`src/tick_wdog_pkg.sv`:
```
// constants, register map and state layout of the periodic tick and watchdog block
// assumes a 32-bit apb slave port with one register per aligned word
package tick_wdog_pkg;

    localparam int ADDR_W     = 12;
    localparam int DATA_W     = 32;
    localparam int IDX_W      = 10;
    localparam int TICK_CNT_W = 21;
    localparam int WD_CNT_W   = 25;

    // register indices; byte address is four times the index
    localparam logic [IDX_W-1:0] IDX_TICK_CTRL = 10'h001;
    localparam logic [IDX_W-1:0] IDX_WDOG_CTRL = 10'h002;
    localparam logic [IDX_W-1:0] IDX_TICK_STAT = 10'h003;
    localparam logic [IDX_W-1:0] IDX_TICK_IE   = 10'h004;
    localparam logic [IDX_W-1:0] IDX_FAC_BYP   = 10'h009;
    localparam logic [IDX_W-1:0] IDX_FAC_CLK   = 10'h00A;
    localparam logic [IDX_W-1:0] IDX_WDOG_SVC  = 10'h00B;

    // field positions
    localparam int TICK_PRE_HI = 6;
    localparam int TICK_PRE_LO = 4;
    localparam int TICK_MOD_HI = 3;
    localparam int TICK_MOD_LO = 0;
    localparam int WD_WIN_BIT  = 7;
    localparam int WD_DBG_BIT  = 6;
    localparam int WD_RATE_HI  = 2;
    localparam int WD_RATE_LO  = 0;
    localparam int TICK_FLAG_BIT = 0;
    localparam int TICK_IE_BIT   = 0;

    // values
    localparam logic [6:0] TICK_CTRL_RST = 7'h00;
    localparam logic [7:0] WD_CTRL_RST   = 8'h00;
    localparam logic [2:0] TICK_PRE_OFF  = 3'h0;
    localparam logic [2:0] WD_RATE_OFF   = 3'h0;
    localparam logic [7:0] SVC_ARM       = 8'h55;
    localparam logic [7:0] SVC_FIRE      = 8'hAA;
    localparam logic [7:0] FAC_BYP_FIXED = 8'h00;
    localparam logic [7:0] FAC_CLK_FIXED = 8'h80;
    localparam logic [7:0] FAC_BYP_RST   = 8'h00;
    localparam logic [7:0] FAC_CLK_RST   = 8'h80;

    // tick period = (modulus + 1) << (prescale + TICK_SHIFT_BASE - TIME_SHIFT_CUT)
    localparam logic [4:0] TICK_SHIFT_BASE = 5'h09;
    // watchdog timeout exponents for rate codes 7 down to 1
    localparam logic [7:1][4:0] WD_SHIFT_TAB = {5'h18, 5'h17, 5'h16, 5'h14, 5'h12, 5'h10, 5'h0E};

    typedef struct packed {
        logic [1:0]            osc_sync;
        logic                  osc_prev;
        logic [1:0]            dbg_sync;
        logic [1:0]            spec_sync;
        logic [6:0]            tick_ctrl;
        logic [TICK_CNT_W-1:0] tick_cnt;
        logic                  tick_flag;
        logic                  tick_ie;
        logic                  tick_irq;
        logic [7:0]            wd_ctrl;
        logic                  wd_once;
        logic                  dbg_once;
        logic [WD_CNT_W-1:0]   wd_cnt;
        logic                  wd_armed;
        logic                  sys_reset;
        logic [7:0]            fac_byp;
        logic [7:0]            fac_clk;
        logic                  pready;
        logic                  pslverr;
        logic [DATA_W-1:0]     prdata;
    } state_s;

    localparam state_s STATE_RST = '{
        tick_ctrl: TICK_CTRL_RST,
        wd_ctrl:   WD_CTRL_RST,
        fac_byp:   FAC_BYP_RST,
        fac_clk:   FAC_CLK_RST,
        default:   '0
    };

endpackage : tick_wdog_pkg

```
`src/tick_wdog.sv`:
```
// periodic tick timer and watchdog of the clock and reset generator
// assumes an apb master on pclk; oscillator clock, debug and mode levels arrive asynchronously
//
// How it works
// - tick control write restarts tick period
// - prescale 000 stops tick, else 2^10..2^16
// - modulus multiplies prescale by value plus one
// - tick counts oscillator clock edges only
// - tick prescale resets to off
// - window mode: early service write resets part
// - window mode: repeat 55, AA restarts timeout
// - debug halt bit freezes both counters
// - rate 000 off, else 2^14..2^24 cycles
// - nonzero rate write starts timeout immediately
// - timeout without service asserts system reset
// - rate/window write once in normal mode
// - service register reads zero, writes anytime
// - service writes ignored while watchdog off
// - bad service value asserts system reset
// - 55 then AA restarts; repeats harmless except AA after a restart in window mode
// - timeout counts from last restart
// - factory registers writable only in special mode
// - tick interrupt gated by enable bit
//
// The implementer's own choice: register access over APB.
`timescale 1ns/10ps
module tick_wdog
    import tick_wdog_pkg::*;
#(
    parameter int unsigned TIME_SHIFT_CUT = 0
) (
    // clock and reset
    input  wire logic              pclk,
    input  wire logic              presetn,
    // apb slave
    input  wire logic [ADDR_W-1:0] paddr,
    input  wire logic              psel,
    input  wire logic              penable,
    input  wire logic              pwrite,
    input  wire logic [DATA_W-1:0] pwdata,
    output logic      [DATA_W-1:0] prdata,
    output logic                   pready,
    output logic                   pslverr,
    // asynchronous inputs
    input  wire logic              osc_clk_in,
    input  wire logic              debug_active,
    input  wire logic              special_mode,
    // outputs to the system
    output logic                   sys_reset_req,
    output logic                   tick_flag,
    output logic                   tick_irq
);

    state_s s_ff;
    state_s nxt_s;

    logic [IDX_W-1:0]      idx;
    logic                  setup;
    logic                  wr;
    logic                  mapped;
    logic                  osc_rise;
    logic                  halt;
    logic                  special;
    logic                  step;
    logic [2:0]            tick_pre;
    logic [4:0]            tick_shift;
    logic [TICK_CNT_W-1:0] tick_last;
    logic                  tick_set;
    logic [2:0]            wd_rate;
    logic                  wd_on;
    logic [4:0]            wd_shift;
    logic [WD_CNT_W-1:0]   wd_period;
    logic [WD_CNT_W-1:0]   wd_last;
    logic                  win_open;
    logic                  wd_ctrl_ok;
    logic                  svc_wr;
    logic                  bite;
    logic                  restart;
    logic [7:0]            wbyte;

    assign idx      = paddr[ADDR_W-1:2];
    assign setup    = psel & ~penable;
    assign wr       = psel & penable & s_ff.pready & pwrite;
    assign wbyte    = pwdata[7:0];
    assign osc_rise = s_ff.osc_sync[1] & ~s_ff.osc_prev;
    assign special  = s_ff.spec_sync[1];
    assign halt     = s_ff.wd_ctrl[WD_DBG_BIT] & s_ff.dbg_sync[1];
    assign step     = osc_rise & ~halt;

    // tick period is modulus plus one, shifted by the prescale exponent
    assign tick_pre   = s_ff.tick_ctrl[TICK_PRE_HI:TICK_PRE_LO];
    assign tick_shift = 5'(tick_pre + TICK_SHIFT_BASE - 5'(TIME_SHIFT_CUT));
    assign tick_last  = TICK_CNT_W'((TICK_CNT_W'(s_ff.tick_ctrl[TICK_MOD_HI:TICK_MOD_LO]) + 1'b1)
                        << tick_shift) - 1'b1;

    // watchdog period and the window in its last quarter
    assign wd_rate   = s_ff.wd_ctrl[WD_RATE_HI:WD_RATE_LO];
    assign wd_on     = wd_rate != WD_RATE_OFF;
    assign wd_shift  = wd_on ? 5'(WD_SHIFT_TAB[wd_rate] - 5'(TIME_SHIFT_CUT)) : '0;
    assign wd_period = WD_CNT_W'(1) << wd_shift;
    assign wd_last   = wd_period - 1'b1;
    assign win_open  = s_ff.wd_cnt >= (wd_period - (wd_period >> 2));
    assign svc_wr    = wr & (idx == IDX_WDOG_SVC) & wd_on;
    assign wd_ctrl_ok = ~s_ff.wd_once | special;

    assign mapped = (idx == IDX_TICK_CTRL) | (idx == IDX_WDOG_CTRL) | (idx == IDX_TICK_STAT) |
                    (idx == IDX_TICK_IE) | (idx == IDX_FAC_BYP) | (idx == IDX_FAC_CLK) |
                    (idx == IDX_WDOG_SVC);

    always_comb begin
        nxt_s    = s_ff;
        tick_set = 1'b0;
        bite     = 1'b0;
        restart  = 1'b0;

        // two-stage synchronisers
        nxt_s.osc_sync  = {s_ff.osc_sync[0], osc_clk_in};
        nxt_s.osc_prev  = s_ff.osc_sync[1];
        nxt_s.dbg_sync  = {s_ff.dbg_sync[0], debug_active};
        nxt_s.spec_sync = {s_ff.spec_sync[0], special_mode};

        // apb: answer one cycle after setup
        nxt_s.pready  = setup;
        nxt_s.pslverr = setup & ~mapped;
        if (setup) begin
            nxt_s.prdata = '0;
            unique case (idx)
                IDX_TICK_CTRL: nxt_s.prdata[6:0] = s_ff.tick_ctrl;
                IDX_WDOG_CTRL: nxt_s.prdata[7:0] = s_ff.wd_ctrl;
                IDX_TICK_STAT: nxt_s.prdata[TICK_FLAG_BIT] = s_ff.tick_flag;
                IDX_TICK_IE:   nxt_s.prdata[TICK_IE_BIT] = s_ff.tick_ie;
                IDX_FAC_BYP:   nxt_s.prdata[7:0] = special ? s_ff.fac_byp : FAC_BYP_FIXED;
                IDX_FAC_CLK:   nxt_s.prdata[7:0] = special ? s_ff.fac_clk : FAC_CLK_FIXED;
                default:       nxt_s.prdata = '0;
            endcase
        end

        // tick divider chain
        if (tick_pre == TICK_PRE_OFF) begin
            nxt_s.tick_cnt = '0;
        end else if (step) begin
            if (s_ff.tick_cnt >= tick_last) begin
                nxt_s.tick_cnt = '0;
                tick_set       = 1'b1;
            end else begin
                nxt_s.tick_cnt = s_ff.tick_cnt + 1'b1;
            end
        end
        if (wr && idx == IDX_TICK_CTRL) begin
            nxt_s.tick_ctrl = pwdata[6:0];
            nxt_s.tick_cnt  = '0;
        end
        if (wr && idx == IDX_TICK_IE) begin
            nxt_s.tick_ie = pwdata[TICK_IE_BIT];
        end
        if (wr && idx == IDX_TICK_STAT && pwdata[TICK_FLAG_BIT]) begin
            nxt_s.tick_flag = 1'b0;
        end
        // a new tick wins over a clear in the same cycle
        if (tick_set) begin
            nxt_s.tick_flag = 1'b1;
        end
        nxt_s.tick_irq = nxt_s.tick_flag & nxt_s.tick_ie;

        // watchdog counter
        if (wd_on && step) begin
            if (s_ff.wd_cnt >= wd_last) begin
                bite = 1'b1;
            end else begin
                nxt_s.wd_cnt = s_ff.wd_cnt + 1'b1;
            end
        end

        // service sequence
        if (svc_wr) begin
            // in window mode any write before the window opens bites
            if (s_ff.wd_ctrl[WD_WIN_BIT] && !win_open) begin
                bite = 1'b1;
            end else if (wbyte == SVC_ARM) begin
                nxt_s.wd_armed = 1'b1;
            end else if (wbyte == SVC_FIRE) begin
                restart = s_ff.wd_armed;
            end else begin
                bite = 1'b1;
            end
        end

        // control writes
        if (wr && idx == IDX_WDOG_CTRL) begin
            if (wd_ctrl_ok) begin
                nxt_s.wd_ctrl[WD_WIN_BIT]            = pwdata[WD_WIN_BIT];
                nxt_s.wd_ctrl[WD_RATE_HI:WD_RATE_LO] = pwdata[WD_RATE_HI:WD_RATE_LO];
                nxt_s.wd_once                        = 1'b1;
                if (pwdata[WD_RATE_HI:WD_RATE_LO] != WD_RATE_OFF) begin
                    restart = 1'b1;
                end
            end
            if (!s_ff.dbg_once) begin
                nxt_s.wd_ctrl[WD_DBG_BIT] = pwdata[WD_DBG_BIT];
                nxt_s.dbg_once            = 1'b1;
            end
        end

        if (bite || restart) begin
            nxt_s.wd_cnt   = '0;
            nxt_s.wd_armed = 1'b0;
        end
        // a disabled watchdog holds its count at zero
        if (!wd_on && !restart) begin
            nxt_s.wd_cnt   = '0;
            nxt_s.wd_armed = 1'b0;
        end
        // one-cycle request; the system is expected to reset the block
        nxt_s.sys_reset = bite;

        // factory test registers
        if (wr && special && idx == IDX_FAC_BYP) begin
            nxt_s.fac_byp = wbyte;
        end
        if (wr && special && idx == IDX_FAC_CLK) begin
            nxt_s.fac_clk = wbyte;
        end
    end

    // the whole state sits in one register
    always_ff @(posedge pclk or negedge presetn) begin
        if (!presetn) begin
            s_ff <= STATE_RST;
        end else begin
            s_ff <= nxt_s;
        end
    end

    assign prdata        = s_ff.prdata;
    assign pready        = s_ff.pready;
    assign pslverr       = s_ff.pslverr;
    assign sys_reset_req = s_ff.sys_reset;
    assign tick_flag     = s_ff.tick_flag;
    assign tick_irq      = s_ff.tick_irq;
endmodule : tick_wdog

```
`config.mk`:
```
export PLATFORM = sky130hd
export DESIGN_NAME = tick_wdog
export DESIGN_NICKNAME = d
export VERILOG_FILES = /design/src/tick_wdog_pkg.sv /design/src/tick_wdog.sv
export SDC_FILE = /design/constraint.sdc
export NUM_CORES = 1
export LEC_CHECK = 0
export BUFFER_PORTS_ARGS = -buffer_cell sky130_fd_sc_hd__clkbuf_2
export CAP_MARGIN = 20
export CORE_MARGIN = 5
export CORE_UTILIZATION = 30
export CTS_BUF_LIST = sky130_fd_sc_hd__clkbuf_8
export DETAILED_ROUTE_END_ITERATION = 16
export PLACE_DENSITY_LB_ADDON = 0.12
export SKIP_CTS_REPAIR_TIMING = 1
export SYNTH_ARGS = -nofsm -noshare
export SYNTH_HDL_FRONTEND = slang
export SYNTH_SLANG_ARGS = --single-unit
```
`constraint.sdc`:
```
create_clock -name pclk -period 6.3 [get_ports pclk]
set_input_delay 0.63 -clock pclk [delete_from_list [all_inputs] [get_ports pclk]]
set_output_delay 0.63 -clock pclk [all_outputs]
set_load 0.05 [all_outputs]
```
==> results of run 1 <==
[state kept, by name (all words and copies together), names as in the netlist]
signal / cells
pready: 1
s_ff: 81
tick_flag: 1
nxt_s: 4
tick_irq: 1
sys_reset_req: 1
prdata: 8
pslverr: 1
[worst reg2reg max path, cell delays in order (launching register included)]
cell      delay, ns
dfrtp_1        0.37
inv_1          0.10
ha_1           0.31
or3_1          0.41
and2_1         0.19
and3_1         0.27
ha_1           0.36
nand4_1        0.14
a311oi_1       0.27
nor3_1         0.12
a21o_1         0.21
o21a_1         0.25
o21bai_1       0.14
a21oi_1        0.09
xnor2_1        0.27
ha_1           0.31
a21o_1         0.18
a21oi_1        0.17
a21oi_1        0.08
a21boi_1       0.14
a211oi_2       0.27
o21ai_1        0.10
and2_1         0.17
a211o_2        0.30
buf_6          0.23
nor2_4         0.19
[layout make-up]
| class | count | area, µm² |
|---|---|---|
| clock inverter | 7 | 76.3 |
| clock buffer | 9 | 124 |
| sequential | 98 | 2450 |
| timing repair buffer | 53 | 309 |
| multi-input combinational | 837 | 5980 |
| inverter | 42 | 158 |
| tap | 390 | 488 |
| fill | 3141 | 19800 |
[routing by layer]
metal  routed length, µm  GRT usage, %
met1               11600          20.3
met5                   0             0
met4                 269          3.12
met3                 718          1.86
met2               10200          22.1
[cells by family after synthesis]
family	after synthesis	synth area share [%]
multiplexers	26	3.28
other	2	0.0848
AND/OR/NAND/NOR	371	23.9
adder cells (fa/ha/maj)	100	14.2
buffers and inverters	106	6.64
flip-flops	98	27.7
XOR/XNOR	61	6.12
AO/OA/AOI/OAI	233	18.1
[power breakdown]
group          internal, mW  total [mW]  switching (mW)  leakage (nW)
logic                 0.107       0.280           0.173          3.35
registers             0.662       0.716          0.0541          1.30
clock network         0.159       0.436           0.278         0.103
[per-stage QoR]
step | total power [mW] | cells | instance area [µm²]
global placement | 1.01 | 1420 | 9390
CTS | 1.46 | 1436 | 9590
floorplan | 0.931 | 1041 | 9020
detailed placement | 1.01 | 1420 | 9390
finish | 1.43 | 1436 | 9590
global route | 1.53 | 1436 | 9590
[cell usage in the layout, fill, tap and decap left out, drive strengths merged, types with 27 or more instances in the layout]
cell / count
ha: 99
inv: 46
dfrtp: 97
and3: 27
o21ai: 63
clkbuf: 46
xor2: 39
a21oi: 46
nand3: 38
nor2: 78
nand2: 91
conb: 46
[how the worst max path moves through the flow]
stage | start | end | slack [ns] | depth (start not counted)
2_1_floorplan | s_ff[79] | s_ff[51] | 0.91 | 29
3_3_place_gp | s_ff[79] | s_ff[57] | 0.45 | 26
3_5_place_dp | s_ff[79] | s_ff[52] | 0.45 | 26
4_1_cts | s_ff[79] | s_ff[52] | 0.42 | 26
5_1_grt | s_ff[79] | s_ff[57] | 0.10 | 26
6_report | s_ff[79] | s_ff[70] | 0.60 | 25
==> results.sh, run 1 <==
export IMPL_synth_top_area_cell="dfrtp_1"
export IMPL_fp_row_count=63
export IMPL_antenna_found_initial=0
export IMPL_hold_class="in -> async"
export IMPL_wirelength_um=22800
export IMPL_dieArea_um2=33100
export IMPL_gp_congestion=0.784
export IMPL_die_height_um=182
export IMPL_reg2regPathDepth=25
export IMPL_grt_max_degree=59
export IMPL_die_w_um=182
export IMPL_initial_core_util_pct=30.1
export IMPL_slew_violations=0
export IMPL_ios=89
export IMPL_clk_path_buf_depth=2
export IMPL_synth_area_leaders="dfrtp_1, ha_1, nand2_1"
export IMPL_syn_to_final_growth_pct=8.28
export IMPL_leakagePower_nw=4.75
export IMPL_drive_above_1_share_pct=13.6
export IMPL_crit_required_ns=6.63
export IMPL_vias=7157
export IMPL_grt_pass1_wl_um=37900
export IMPL_drc=0
export IMPL_synth_distinct_cells=85
export IMPL_arrival_ns=6.03
export IMPL_timing_slew_headroom_pct=44.4
export IMPL_finalCritPeriodShare_pct=90.5
export IMPL_maxClockFrequency_mhz=175
export IMPL_outcome="completed"
export IMPL_fin_util_pct=32.6
export IMPL_syn_area_um2=8860
export IMPL_synthCells=997
export IMPL_synth_most_common_cell="ha_1"
export IMPL_synth_main_ff_cell="dfrtp_1"
export IMPL_htreeDepth=3
export IMPL_grt_usage_pct=14.0
export IMPL_synthArstFlopShare_pct=100
export IMPL_p_per_area_nw_per_um2=149
export IMPL_ys_top_cells_by_count="ha_1, dfrtp_1, nand2_1"
export IMPL_clk_pin_slew_ns=0.12
export IMPL_dr_pass1_iters=7
export IMPL_rsz0062_at_grt="false"
export IMPL_critPathKind="reg -> reg"
export IMPL_hpwl_um=18100
export IMPL_yosysWarnings=0
export IMPL_cts_sinks=98
export IMPL_ys_seq_area_share_pct=27.7
export IMPL_finalSetupTns_ns=0
export IMPL_regToRegSetupSlack_ns=0.60
export IMPL_timing_hold_ws_ns=0.196
export IMPL_core_area_um2=29400
export IMPL_crit_path_max_fanout=26
export IMPL_place_ws_ns=0.448
export IMPL_skew_ns=0.0203
export IMPL_crit_buf_inv=2
export IMPL_grt_pass1_vias=7060
export IMPL_end_kind="register"
export IMPL_postSynthAreaPerCell_um2=8.88
export IMPL_worst_slew_pin_slew_ns=0.834
export IMPL_antennaDiodeCount=0
export IMPL_ys_ff_latch=98
export IMPL_via_per_inst=4.98
export IMPL_final_min_clock_period_ns=5.70
export IMPL_tritoncts="built"
export IMPL_fin_ws_ns=0.601
export IMPL_synth_edf_count=0
export IMPL_final_nets=1193
export IMPL_r2r_end="s_ff[70]"
export IMPL_portBuffers=38
export IMPL_routedWlPerCell_um=15.9
export IMPL_finalHoldViolations=0
export IMPL_report_final_setup_viol=0
export IMPL_cp_slowest_cell="or3_1"
export IMPL_r2r_start="s_ff[79]"
export IMPL_clk_latency_ns=0.40
export IMPL_cp_top_family="compound AO/OA/AOI/OAI gates"
export IMPL_max_cap_viol_count=0
export IMPL_overflow=0
export IMPL_cp_start_kind="register"
export IMPL_cp_slowest_stage_delay_ns=0.41
export IMPL_cts_made_buffers=9
export IMPL_ir_worst_vdd_v=0.0000832
export IMPL_drtIter0Drc=313
export IMPL_ant_nets=0
export IMPL_yosys_area_top_type_share_pct=27.4
export IMPL_cts_root_buf="clkbuf_8"
Note: power is estimated with default switching activity, not from simulation.
==> run 2, diff against run 1 <==
--- a/config.mk
+++ b/config.mk
@@ -5,12 +5,12 @@
 export SDC_FILE = /design/constraint.sdc
 export NUM_CORES = 1
 export LEC_CHECK = 0
-export BUFFER_PORTS_ARGS = -buffer_cell sky130_fd_sc_hd__clkbuf_2
 export CAP_MARGIN = 20
 export CORE_MARGIN = 5
 export CORE_UTILIZATION = 30
 export CTS_BUF_LIST = sky130_fd_sc_hd__clkbuf_8
 export DETAILED_ROUTE_END_ITERATION = 16
+export DONT_BUFFER_PORTS = 1
 export PLACE_DENSITY_LB_ADDON = 0.12
 export SKIP_CTS_REPAIR_TIMING = 1
 export SYNTH_ARGS = -nofsm -noshare
==> run 2 against run 1 <==
  * Global-route usage up 0.31 points
  * Critical path depth unchanged
  * Clock power up 5.0%
  * Cell area down 1.7%
  * Clock skew up 0.0085 ns
  * Maximum frequency down 1.1%
  * Utilization down 0.57 points
  * Power up 0.61%
  * Worst setup slack worse by 0.062 ns
  * Count of clock-buffer cells in the layout unchanged
  * Highest routed layer unchanged
==> results.sh, run 2 (synthesis results as in run 1) <==
export IMPL_outcome="completed"
export IMPL_ant_nets=0
export IMPL_antennaDiodeCount=0
export IMPL_cp_slowest_cell="dfrtp_1"
export IMPL_cts_sinks=98
export IMPL_finalHoldViolations=0
export IMPL_crit_path_max_fanout=26
export IMPL_routedWlPerCell_um=16.4
export IMPL_drc=0
export IMPL_overflow=0
export IMPL_worst_slew_pin_slew_ns=0.834
export IMPL_report_final_setup_viol=0
export IMPL_grt_pass1_vias=6997
export IMPL_gp_congestion=0.806
export IMPL_top_register="s_ff"
export IMPL_grt_pass1_wl_um=38600
export IMPL_crit_path_end="s_ff[52]"
export IMPL_setup_worst_path_start="s_ff[80]"
export IMPL_tritoncts="built"
export IMPL_maxClockFrequency_mhz=174
export IMPL_reg2regPathDepth=25
export IMPL_arrival_ns=6.03
export IMPL_leakagePower_nw=4.60
export IMPL_fin_ws_ns=0.539
export IMPL_cp_depth=25
export IMPL_rsz0062_at_grt="false"
export IMPL_initial_core_util_pct=30.1
export IMPL_cts_made_buffers=9
export IMPL_via_per_inst=5.02
export IMPL_place_area_um2=9190
export IMPL_final_common_cell="ha_1"
export IMPL_fin_area_um2=9420
export IMPL_dieArea_um2=33100
export IMPL_cts_root_buf="clkbuf_8"
export IMPL_final_nets=1155
export IMPL_ios=89
export IMPL_timing_slew_headroom_pct=43.9
export IMPL_portBuffers=0
export IMPL_slew_violations=0
export IMPL_dr_pass1_iters=7
export IMPL_final_cell_mix="ha_1, dfrtp_1, nand2_1"
export IMPL_clk_latency_ns=0.41
export IMPL_max_cap_viol_count=0
export IMPL_hold_class="in -> async"
export IMPL_die_height_um=182
export IMPL_syn_to_final_growth_pct=6.39
export IMPL_antenna_found_initial=0
export IMPL_cp_slowest_stage_delay_ns=0.44
export IMPL_die_w_um=182
export IMPL_fp_row_count=63
export IMPL_end_kind="register"
export IMPL_htreeDepth=3
export IMPL_final_min_clock_period_ns=5.76
export IMPL_clk_pin_slew_ns=0.10
export IMPL_wirelength_um=23000
export IMPL_drive_above_1_share_pct=10.3
export IMPL_regToRegSetupSlack_ns=0.54
export IMPL_vias=7018
export IMPL_place_ws_ns=0.344
export IMPL_cp_top_family="compound AO/OA/AOI/OAI gates"
export IMPL_hpwl_um=17800
export IMPL_finalSetupTns_ns=0
export IMPL_grt_max_degree=99
export IMPL_fin_util_pct=32.0
export IMPL_skew_ns=0.0288
export IMPL_cp_start_kind="register"
export IMPL_r2r_start="s_ff[80]"
export IMPL_clk_path_buf_depth=2
export IMPL_drtIter0Drc=317
export IMPL_r2r_end="s_ff[52]"
export IMPL_finalCritPeriodShare_pct=91.4
export IMPL_p_per_area_nw_per_um2=153
export IMPL_critPathKind="reg -> reg"
export IMPL_timing_hold_ws_ns=0.0648
export IMPL_ir_worst_vdd_v=0.000124
export IMPL_crit_buf_inv=2
export IMPL_core_area_um2=29400
export IMPL_grt_usage_pct=14.3
export IMPL_largest_reg_flops=81
export IMPL_crit_required_ns=6.57
run 2: cell types whose count changed in the layout (fill, tap and decap cells not counted):
cell and delta:
clkbuf_2 -37, buf_16 +1, inv_8 -2, inv_6 +2
buf_4 -2, clkinv_8 -1, clkinv_4 -1, bufinv_16 +1
clkinv_2 +1
run 2: report_power, final:
group | leakage (nW) | switching, mW | internal, mW | total (mW)
Clock | 0.107 | 0.267 | 0.191 | 0.458
Combinational | 3.20 | 0.158 | 0.102 | 0.260
Sequential | 1.30 | 0.0610 | 0.661 | 0.722
Total | 4.60 | 0.486 | 0.955 | 1.44
run 2: cell type report:
| cell class | count | area [µm²] |
|---|---|---|
| Timing Repair Buffer | 15 | 136 |
| Multi-Input combinational cell | 837 | 5980 |
| Clock inverter | 7 | 81.3 |
| Clock buffer | 9 | 124 |
| Sequential cell | 98 | 2450 |
| Tap cell | 390 | 488 |
| Fill cell | 3138 | 20000 |
| Inverter | 42 | 158 |
run 2: worst min-delay path by stage:
stage	start	end	slack (ns)	cells after the start
after floorplan	presetn	nxt_s[119]	0.33	0
after global placement	nxt_s[119]	s_ff[119]	0.33	0
after detailed placement	presetn	nxt_s[119]	0.34	0
after CTS	presetn	s_ff[66]	-0.14	0
after global routing	presetn	s_ff[41]	0.04	0
final	presetn	s_ff[41]	0.06	0
run 2: routing by layer:
| metal | track usage, % | wire, µm |
|---|---|---|
| met2 | 22.0 | 9990 |
| met3 | 2.32 | 902 |
| met5 | 0 | 0 |
| met4 | 3.51 | 311 |
| met1 | 20.9 | 11800 |
run 2: metrics by stage:
stage / power, mW / std cells
after floorplan: 0.931 / 1041
after global placement: 0.976 / 1381
after detailed placement: 0.978 / 1381
after CTS: 1.44 / 1397
after global routing: 1.53 / 1398
final: 1.44 / 1398
==> run 3, diff against run 2 <==
--- a/config.mk
+++ b/config.mk
@@ -8,7 +8,7 @@
 export CAP_MARGIN = 20
 export CORE_MARGIN = 5
 export CORE_UTILIZATION = 30
-export CTS_BUF_LIST = sky130_fd_sc_hd__clkbuf_8
+export CTS_BUF_LIST = sky130_fd_sc_hd__clkbuf_4 sky130_fd_sc_hd__clkbuf_8
 export DETAILED_ROUTE_END_ITERATION = 16
 export DONT_BUFFER_PORTS = 1
 export PLACE_DENSITY_LB_ADDON = 0.12
==> constraint.sdc (replaced) <==
create_clock -name pclk -period 6.3 [get_ports pclk]
set_input_delay 1.89 -clock pclk [delete_from_list [all_inputs] [get_ports pclk]]
set_output_delay 1.89 -clock pclk [all_outputs]
set_load 0.05 [all_outputs]
==> run 3 against run 2 <==
  * Cell area up 0.15%
  * Highest routed layer unchanged
  * Combinational power down 5%
  * Largest power group unchanged
  * Sequential share of layout area about the same
  * Clock power up 2%
  * Die area unchanged
  * Largest cell class unchanged
  * Utilization about the same
  * Hold slack better by 0.30 ns
  * Register-to-register slack about the same
==> results.sh, run 3 (synthesis results as in run 1) <==
export IMPL_outcome="completed"
export IMPL_placedCellCount=1381
export IMPL_hp_start="nxt_s[119]"
export IMPL_clk_latency_ns=0.39
export IMPL_syn_to_final_growth_pct=6.54
export IMPL_portBuffers=0
export IMPL_p_per_area_nw_per_um2=152
export IMPL_hpwl_um=17600
export IMPL_regToRegSetupSlack_ns=0.55
export IMPL_grt_usage_pct=14.1
export IMPL_fp_row_count=63
export IMPL_antennaDiodeCount=0
export IMPL_finalHoldViolations=0
export IMPL_grt_max_degree=99
export IMPL_cp_start_kind="register"
export IMPL_initial_core_util_pct=30.1
export IMPL_timing_slew_headroom_pct=40.6
export IMPL_cts_made_buffers=9
export IMPL_finalCritPeriodShare_pct=91.3
export IMPL_finalSetupTns_ns=0
export IMPL_fin_ws_ns=0.549
export IMPL_leakagePower_nw=4.60
export IMPL_cts_sinks=98
export IMPL_max_cap_viol_count=0
export IMPL_final_cell_mix="ha_1, dfrtp_1, nand2_1"
export IMPL_drc=0
export IMPL_ant_nets=0
export IMPL_final_common_cell="ha_1"
export IMPL_cp_slowest_stage_delay_ns=0.40
export IMPL_report_final_setup_viol=0
export IMPL_place_ws_ns=0.467
export IMPL_rsz0062_at_grt="false"
export IMPL_fin_util_pct=32.1
export IMPL_drtIter0Drc=331
export IMPL_cp_top_family="compound AO/OA/AOI/OAI gates"
export IMPL_wirelength_um=22800
export IMPL_overflow=0
export IMPL_slew_violations=0
export IMPL_worst_slew_pin_slew_ns=0.883
export IMPL_clk_path_buf_depth=2
export IMPL_clk_pin_slew_ns=0.11
export IMPL_via_per_inst=5.01
export IMPL_core_area_um2=29400
export IMPL_final_nets=1154
export IMPL_crit_required_ns=6.62
export IMPL_setup_worst_path_start="s_ff[79]"
export IMPL_drive_above_1_share_pct=10.5
export IMPL_final_cells=1397
export IMPL_skew_ns=0.0197
export IMPL_ir_worst_vdd_v=0.000105
export IMPL_r2r_start="s_ff[79]"
export IMPL_top_register="s_ff"
export IMPL_dr_pass1_iters=6
export IMPL_crit_path_max_fanout=26
export IMPL_final_min_clock_period_ns=5.75
export IMPL_fillerInstances=3109
export IMPL_routedWlPerCell_um=16.3
export IMPL_antenna_found_initial=0
export IMPL_end_kind="register"
export IMPL_cp_slowest_cell="or3_1"
export IMPL_die_height_um=182
export IMPL_ios=89
export IMPL_crit_buf_inv=2
export IMPL_grt_pass1_wl_um=38200
export IMPL_grt_pass1_vias=6949
export IMPL_cts_root_buf="clkbuf_8"
export IMPL_hold_class="reg -> reg"
export IMPL_critPathKind="reg -> reg"
export IMPL_htreeDepth=3
export IMPL_gp_congestion=0.796
export IMPL_tritoncts="built"
export IMPL_vias=6997
export IMPL_dieArea_um2=33100
export IMPL_arrival_ns=6.07
export IMPL_maxClockFrequency_mhz=174
export IMPL_die_w_um=182
export IMPL_total_power_mw=1.44
export IMPL_largest_reg_flops=81
[run 3: changes by cell type in the layout (fill, tap and decap cells not counted), sizes merged]
cell	delta
buf	-1
clkbuf	+1
clkinv	+1
inv	-2
[run 3: area by class of cell]
class	count	area [µm²]	area share, %
Timing Repair Buffer	14	118	1.25
Tap cell	390	488	5.17
Inverter	42	158	1.67
Sequential cell	98	2450	26.0
Clock inverter	6	83.8	0.888
Clock buffer	10	138	1.46
Multi-Input combinational cell	837	6000	63.6
[run 3: metrics by stage]
step           hold slack, ns  area [µm²]
3_3_place_gp            0.333        9200
5_1_grt                 0.379        9440
2_1_floorplan           0.331        9020
4_1_cts                 0.366        9420
3_5_place_dp            0.338        9200
6_report                0.362        9440
[run 3: layer usage]
layer | wire length, µm | global-route usage (%) | up-vias | share of wire (%)
met1 | 11700 | 20.6 | 3321 | 51
met3 | 817 | 2.36 | 12 | 3.6
li1 | - | - | 3561 | -
met2 | 10100 | 22.0 | 103 | 44
met4 | 217 | 3.00 | 0 | 0.95
met5 | 0 | 0 | - | 0
[run 3: final timing paths]
| check | depth (start not counted) | to |
|---|---|---|
| max | 25 | s_ff[56] |
| max in group asynchronous | 0 | s_ff[41] |
| min reg2reg | 0 | s_ff[119] |
| max reg2reg | 25 | s_ff[56] |
| min | 0 | s_ff[119] |
| min in group asynchronous | 0 | nxt_s[119] |
[run 3: report_power, final]
part	switching, mW	leakage, nW	internal [mW]	total, mW
clock	0.266	0.112	0.204	0.469
combinational	0.146	3.19	0.101	0.247
sequential	0.0588	1.30	0.661	0.720
total	0.471	4.60	0.967	1.44
